--- config.mk ---
export PLATFORM = sky130hd
export DESIGN_NAME = power_switch_mode_sequencer
export DESIGN_NICKNAME = d
export VERILOG_FILES = /design/src/design/power_switch_pkg.sv /design/src/design/sync2.sv /design/src/design/power_switch_mode_sequencer.sv
export VERILOG_INCLUDE_DIRS = /design/src /design/src/design
export SDC_FILE = /design/constraint.sdc
export NUM_CORES = 1
export LEC_CHECK = 0
export BUFFER_PORTS_ARGS = -buffer_cell sky130_fd_sc_hd__buf_2
export CORE_MARGIN = 2
export CORE_UTILIZATION = 57
export CTS_CLUSTER_DIAMETER = 60
export DETAILED_ROUTE_END_ITERATION = 8
export GPL_ROUTABILITY_DRIVEN = 1
export PLACE_DENSITY_LB_ADDON = 0.3
export SETUP_SLACK_MARGIN = 0.3
export SLEW_MARGIN = 20
export SYNTH_ARGS = -nofsm -noshare
export SYNTH_HDL_FRONTEND = slang
export SYNTH_SLANG_ARGS = --single-unit
--- constraint.sdc ---
create_clock -name clk -period 2 [get_ports clk]
set_input_delay 0.4 -clock clk [delete_from_list [all_inputs] [get_ports clk]]
set_output_delay 0.4 -clock clk [all_outputs]
set_load 0.05 [all_outputs]
--- src/design/power_switch_params.svh ---
// Constants for the power switch mode sequencer.
// How it works
// - Lockout keeps everything off until both supplies good.
// - Main supply above rise level enters normal.
// - Main supply below fall level returns lockout.
// - Switch follows pulse input in normal mode.
// - Current sense valid only during switch on-time.
// - Quiet pulse input for timeout enters standby.
// - Standby keeps gate drive and circuitry off.
// - First pulse rising edge wakes standby immediately.
// - Standby select high blocks standby entry but does not end standby.
`ifndef POWER_SWITCH_PARAMS_SVH
`define POWER_SWITCH_PARAMS_SVH
`define CLK_PERIOD_PS 5000
`define STANDBY_TIMEOUT_NS 90000
`define STANDBY_TIMEOUT_CYCLES ((`STANDBY_TIMEOUT_NS * 1000) / `CLK_PERIOD_PS)
`define TIMEOUT_CNT_W 16
`endif

--- src/design/power_switch_pkg.sv ---
// Types shared by the power switch mode sequencer.
package power_switch_pkg;
  typedef enum logic [1:0] {
    supply_lockout_mode,
    normal_mode,
    standby_mode
  } mode_t;
endpackage

--- src/design/sync2.sv ---
// Two-flop synchroniser for asynchronous level inputs.
`timescale 1ns/10ps
module sync2 (
  input wire logic clk,
  input wire logic rstn,
  input wire logic async_in,
  output logic sync_out
);
  logic meta_q;

  // First flop feeds only the second flop.
  always_ff @(posedge clk or negedge rstn) begin
    if (!rstn) begin
      meta_q <= 1'b0;
      sync_out <= 1'b0;
    end else begin
      meta_q <= async_in;
      sync_out <= meta_q;
    end
  end
endmodule

--- src/design/power_switch_mode_sequencer.sv ---
// Mode sequencer driving the power switch gate from supply and pulse inputs.
`timescale 1ns/10ps
`include "power_switch_params.svh"
module power_switch_mode_sequencer #(
  parameter int unsigned STANDBY_TIMEOUT_CYCLES = `STANDBY_TIMEOUT_CYCLES
) (
  input wire logic clk,
  input wire logic rstn,
  input wire logic main_supply_rise_level,
  input wire logic main_supply_fall_level,
  input wire logic driver_supply_rise_level,
  input wire logic pulse_in,
  input wire logic auto_standby_select_n,
  output logic gate_drive_on,
  output logic sense_enable,
  output logic circuits_enable,
  output power_switch_pkg::mode_t mode
);
  import power_switch_pkg::*;

  // Overview of the behaviour.
  // The sequencer has three modes: supply lockout, normal and standby.
  // Reset always lands in supply lockout, with every output low.
  // Lockout is left only when both the main supply and the driver supply
  // report that they are above their rising levels.
  // Once out of lockout, only the main supply fall level can send the block
  // back, so a driver supply dip alone does not force a lockout.
  // In normal mode the gate follows the synchronised pulse input level.
  // The current sense enable is raised exactly when the gate is on.
  // A quiet pulse input, held low for the whole standby timeout, moves the
  // block to standby, but only while the standby select pin is low.
  // In standby the gate, sense and circuits enables are low until the first rising pulse edge.
  // That edge takes the block straight back to normal mode, and the same
  // clock edge that updates the mode also turns the gate on.

  // Latency notes.
  // Every pin passes two flip-flops before any logic reads it.
  // The mode and the registered outputs change one clock later again.
  // A pin change therefore shows at the outputs two clocks after it is
  // first sampled, which users of the block must allow for.
  // Pulses shorter than a clock period may be missed altogether; the
  // pulse source is expected to be much slower than the clock.

  // Hazards that the structure avoids.
  // Outputs are decided from the next mode, not the current one, so they
  // never show a stale on state for one cycle while the mode leaves normal.
  // The edge detector resets low, matching the idle level of the pulse pin,
  // so no false wake edge can appear just after reset.
  // The timeout counter saturates at its last value, so a long quiet spell
  // with standby forbidden cannot wrap and restart the count.

  // Number of pin inputs that cross into the clock domain.
  localparam int unsigned N_PINS = 5;
  // Position of each pin inside the synchronised vector.
  localparam int unsigned PIN_MAIN_RISE = 0;
  localparam int unsigned PIN_MAIN_FALL = 1;
  localparam int unsigned PIN_DRV_RISE = 2;
  localparam int unsigned PIN_PULSE = 3;
  localparam int unsigned PIN_AUTO_STANDBY_SELECT_N_N = 4;

  localparam logic [`TIMEOUT_CNT_W-1:0] TIMEOUT_LAST =
    `TIMEOUT_CNT_W'(STANDBY_TIMEOUT_CYCLES - 1);

  logic [N_PINS-1:0] pins_raw;
  logic [N_PINS-1:0] pins_s;
  logic main_rise_s;
  logic main_fall_s;
  logic drv_rise_s;
  logic pulse_s;
  logic auto_standby_select_n_n_s;
  logic pulse_prev_q;
  logic pulse_rise;
  logic timeout_hit;
  logic [`TIMEOUT_CNT_W-1:0] quiet_cnt_q;
  mode_t mode_q;
  mode_t mode_d;

  // Tells whether a mode is the one in which the switch may conduct.
  function automatic logic is_normal(input mode_t m);
    is_normal = (m == normal_mode);
  endfunction

  // Decides whether the switch conducts for a given mode and pulse level.
  function automatic logic switch_on(input mode_t m, input logic pulse_lvl);
    switch_on = is_normal(m) && pulse_lvl;
  endfunction

  // Gather the asynchronous pin levels into one vector.
  assign pins_raw[PIN_MAIN_RISE] = main_supply_rise_level;
  assign pins_raw[PIN_MAIN_FALL] = main_supply_fall_level;
  assign pins_raw[PIN_DRV_RISE] = driver_supply_rise_level;
  assign pins_raw[PIN_PULSE] = pulse_in;
  assign pins_raw[PIN_AUTO_STANDBY_SELECT_N_N] = auto_standby_select_n;

  // Bring every pin level into the clock domain through two flops each.
  for (genvar g = 0; g < N_PINS; g++) begin : g_sync
    sync2 u_sync (
      .clk(clk),
      .rstn(rstn),
      .async_in(pins_raw[g]),
      .sync_out(pins_s[g])
    );
  end

  // Name the synchronised levels for the logic below.
  assign main_rise_s = pins_s[PIN_MAIN_RISE];
  assign main_fall_s = pins_s[PIN_MAIN_FALL];
  assign drv_rise_s = pins_s[PIN_DRV_RISE];
  assign pulse_s = pins_s[PIN_PULSE];
  assign auto_standby_select_n_n_s = pins_s[PIN_AUTO_STANDBY_SELECT_N_N];

  // Previous pulse level for rising edge detection.
  always_ff @(posedge clk or negedge rstn) begin
    if (!rstn) begin
      pulse_prev_q <= 1'b0;
    end else begin
      pulse_prev_q <= pulse_s;
    end
  end

  assign pulse_rise = pulse_s && !pulse_prev_q;
  assign timeout_hit = (quiet_cnt_q == TIMEOUT_LAST) && !pulse_s;

  // Quiet timer restart.
  // Counts consecutive low cycles of the pulse input while in normal mode.
  always_ff @(posedge clk or negedge rstn) begin
    if (!rstn) begin
      quiet_cnt_q <= '0;
    end else if (pulse_s || !is_normal(mode_q)) begin
      quiet_cnt_q <= '0;
    end else if (quiet_cnt_q != TIMEOUT_LAST) begin
      quiet_cnt_q <= quiet_cnt_q + `TIMEOUT_CNT_W'(1);
    end
  end

  // Next mode; lockout conditions are checked first.
  always_comb begin
    mode_d = mode_q;
    unique case (mode_q)
      supply_lockout_mode: begin
        if (main_rise_s && drv_rise_s) begin
          mode_d = normal_mode;
        end
      end
      normal_mode: begin
        if (!main_fall_s) begin
          mode_d = supply_lockout_mode;
        end else if (timeout_hit && !auto_standby_select_n_n_s) begin
          mode_d = standby_mode;
        end
      end
      standby_mode: begin
        if (!main_fall_s) begin
          mode_d = supply_lockout_mode;
        end else if (pulse_rise) begin
          mode_d = normal_mode;
        end
      end
      default: begin
        mode_d = supply_lockout_mode;
      end
    endcase
  end

  // Mode register.
  always_ff @(posedge clk or negedge rstn) begin
    if (!rstn) begin
      mode_q <= supply_lockout_mode;
    end else begin
      mode_q <= mode_d;
    end
  end

  // Registered outputs follow the mode and pulse input.
  always_ff @(posedge clk or negedge rstn) begin
    if (!rstn) begin
      gate_drive_on <= 1'b0;
      sense_enable <= 1'b0;
      circuits_enable <= 1'b0;
    end else begin
      gate_drive_on <= switch_on(mode_d, pulse_s);
      sense_enable <= switch_on(mode_d, pulse_s);
      circuits_enable <= is_normal(mode_d);
    end
  end

  assign mode = mode_q;
endmodule

==> run_results.csv <==
group,metric,value,unit
power,peakVddDrop,0.638,mV
clocking,clk_pin_slew,100,ps
clocking,cts_buffers,5,
clocking,clock_tree.buffer_depth,2,
critical_path,crit_fanout,7,
layout,synthToLayoutAreaGrowth,17.3,%
floorplan,initial_core_util,59.7,%
critical_path,crit_chain,"or4b_4 -> nor4_4 -> buf_6 -> mux2i_1 -> nor2_1",
timing,fmax,552,MHz
yosys,ys_ff_latch,31,
critical_path,rr_startpoint,"quiet_cnt_q[12]",
min_path,hold_path.class,"input port to asynchronous set/reset pin",
critical_path,cp_slowest_cell,"or4b_4",
routing,drtAntennaViolNets,0,
critical_path,required,2210,ps
routing,routed_wl,2650,um
yosys,syn_area,1320,um2
layout,fin_area,1550,um2
layout,fillers,177,
timing,worst_pin_slew,667,ps
critical_path,crit_buf_inv,1,
power,cellPowerDensity,718,nW/um2
clocking,clkSinkCount,31,
routing,routedWlPerCell,15.5,um
timing,slew_headroom,55.5,%
floorplan,core_area,2210,um2
global_routing,antenna_found_initial,0,
timing,fin_skew,15.8,ps
layout,num_antenna_cells,0,
global_routing,grt_max_degree,32,
critical_path,path_delay_family,"simple AND/OR/NAND/NOR gates",
timing,setup-violations-final,0,
global_routing,grt_pass1_wl,4420,um
placement,post-place-ws,172,ps
placement,dpl_cell_area,1420,um2
global_routing,track_usage,23.8,%
routing,drt_iter0_markers,13,
floorplan,ios,12,
timing,rsz0062_at_grt,"true",
floorplan,dieArea,2720,um2
critical_path,crit_type,"register to register",
yosys,syn_avg_cell_area,11.4,um2
yosys,synth-main-ff-cell,"dfrtp_1",
yosys,async_flop_share,100,%
critical_path,end_kind,"register",
timing,period_share,90.6,%
yosys,syn_inst,116,
timing,hold_viol,0,
critical_path,max_stage_delay,560,ps
layout,drive_gt1_share,28.0,%
power,cellLeakagePower,0.686,nW
power,finalPower,1.11,mW
yosys,synthesis.nets,124,
critical_path,critPathLaunchType,"register",
layout,multi_input_area,528,um2
placement,gp_congestion,0.816,
placement,dp_hpwl,1710,um
yosys,synth.yosys.seq_area_share,58.7,%
floorplan,num_rows,17,
clocking,cts-root-buf,"clkbuf_4",
floorplan,die_h,52.1,um
routing,drt_pass1_iterations,4,
critical_path,crit_path_start,"quiet_cnt_q[12]",
timing,slew_violations,0,
clocking,cts_tree,"yes",
outcome,outcome,"complete, no violations",
timing,fin_ws,188,ps
layout,regArea,778,um2
floorplan,die_w,52.1,um
global_routing,grt_pass1_vias,936,
layout,finish.net_count,150,
timing,layout_min_cycle_time,1810,ps
run,maxCapViolCount,0,
yosys,yosysWarnings,0,
clocking,h-tree-depth,2,
global_routing,grt_overflow,0,
timing,fin_setup_tns,0,ps
placement,io_buffers,11,
yosys,synth-edff-count,0,
routing,via_per_inst,5.76,
yosys,synth.distinct_cells,36,
critical_path,critPathArrivalTime,2020,ps
layout,fin_util,70.1,%
clocking,insertion_delay,330,ps
routing,drc,0,
routing,vias,985,
-- power breakdown --
part / internal [mW] / switching [mW] / leakage, nW
Combinational: 0.0194 / 0.0575 / 0.250
Clock: 0.170 / 0.208 / 0.0353
Sequential: 0.646 / 0.0126 / 0.401
-- layer usage --
layer  global-route usage (%)  share of wire [%]
met1                     30.5                 46
met2                     35.9                 48
met3                     8.62                3.7
met4                     11.1                1.8
met5                        0                  0
-- cells in the final DEF (no fill, tap or decap), types with 2 or more instances in the layout --
| master | n |
|---|---|
| nand4_1 | 2 |
| nor3b_1 | 2 |
| nand3b_1 | 2 |
| buf_2 | 11 |
| buf_4 | 10 |
| xor2_1 | 3 |
| clkbuf_4 | 5 |
| o211ai_1 | 2 |
| and4_1 | 2 |
| o21ai_0 | 6 |
| nand2_1 | 9 |
| nand3_1 | 5 |
| dfrtp_1 | 29 |
| or3_1 | 4 |
| xnor2_1 | 2 |
| or4b_4 | 2 |
| a21oi_1 | 9 |
| or3_2 | 2 |
| nor2_1 | 9 |
| dfrtp_2 | 2 |
| inv_1 | 2 |
-- state kept, by name, summed over array words and instances (netlist names) --
name	count
quiet_cnt_q	16
g_sync.u_sync.meta_q	5
g_sync.u_sync.sync_out	5
mode	2
circuits_enable	1
pulse_prev_q	1
sense_enable	1
-- synthesized netlist by cell type (all sizes together) (2+ instances only) --
master	count	area [um2]
or4b	2	27.5
clkbuf	2	7.51
dfrtp	31	776
xor2	3	26.3
and4	2	17.5
o21ai	7	35.0
nand3	6	30.0
nor3b	3	27.5
nor2	9	33.8
a21oi	9	45.0
or3	6	40.0
nor4	2	27.5
o211ai	2	15.0
xnor2	2	17.5
nand3b	2	15.0
inv	2	7.51
nand4	2	12.5
nand2	9	33.8
-- final timing paths --
path | to | slack, ps | depth (start not counted)
max in group asynchronous | mode[1] | 1450 | 1
worst max register to register | quiet_cnt_q[1] | 190 | 5
worst min-delay path | quiet_cnt_q[8] | 90 | 1
min in group clk | g_sync[0].u_sync.meta_q | 180 | 1
worst max-delay path | quiet_cnt_q[1] | 190 | 5
worst min register to register | g_sync[2].u_sync.sync_out | 330 | 0
-- what timing repair did --
| action | in CTS | in global routing |
|---|---|---|
| setup buffers | 6 | 2 |
| gates resized for setup | 1 | 2 |
| hold buffers | 0 | 0 |
| pin swaps | 2 | 1 |
| setup endpoints to repair | 8 | 8 |
-- metrics by stage --
step	cells	hold slack (ps)
floorplan	116	104
global placement	155	331
detailed placement	155	335
CTS	169	107
global route	171	132
finish	171	89.0
-- kinds of logic (layout without fill, tap and decap cells) --
logic type      after synthesis  count (layout)  synth area share, %
buf+inv                       5              32                 1.71
xor+xnor                      5               5                 3.31
compound gates               24              24                 10.9
fa+ha+maj                     1               1                0.947
flops                        31              31                 58.7
simple gates                 49              49                 23.7
mux                           1               1                0.758
-- layout make-up --
type                            count  share of cell area, %
Sequential cell                    31                   50.2
Timing Repair Buffer               22                   9.12
Inverter                            2                  0.484
Tap cell                           28                   2.26
Clock buffer                        7                   3.55
Multi-Input combinational cell     80                   34.1
Clock inverter                      1                  0.323
(Power assumes the default switching activity.)
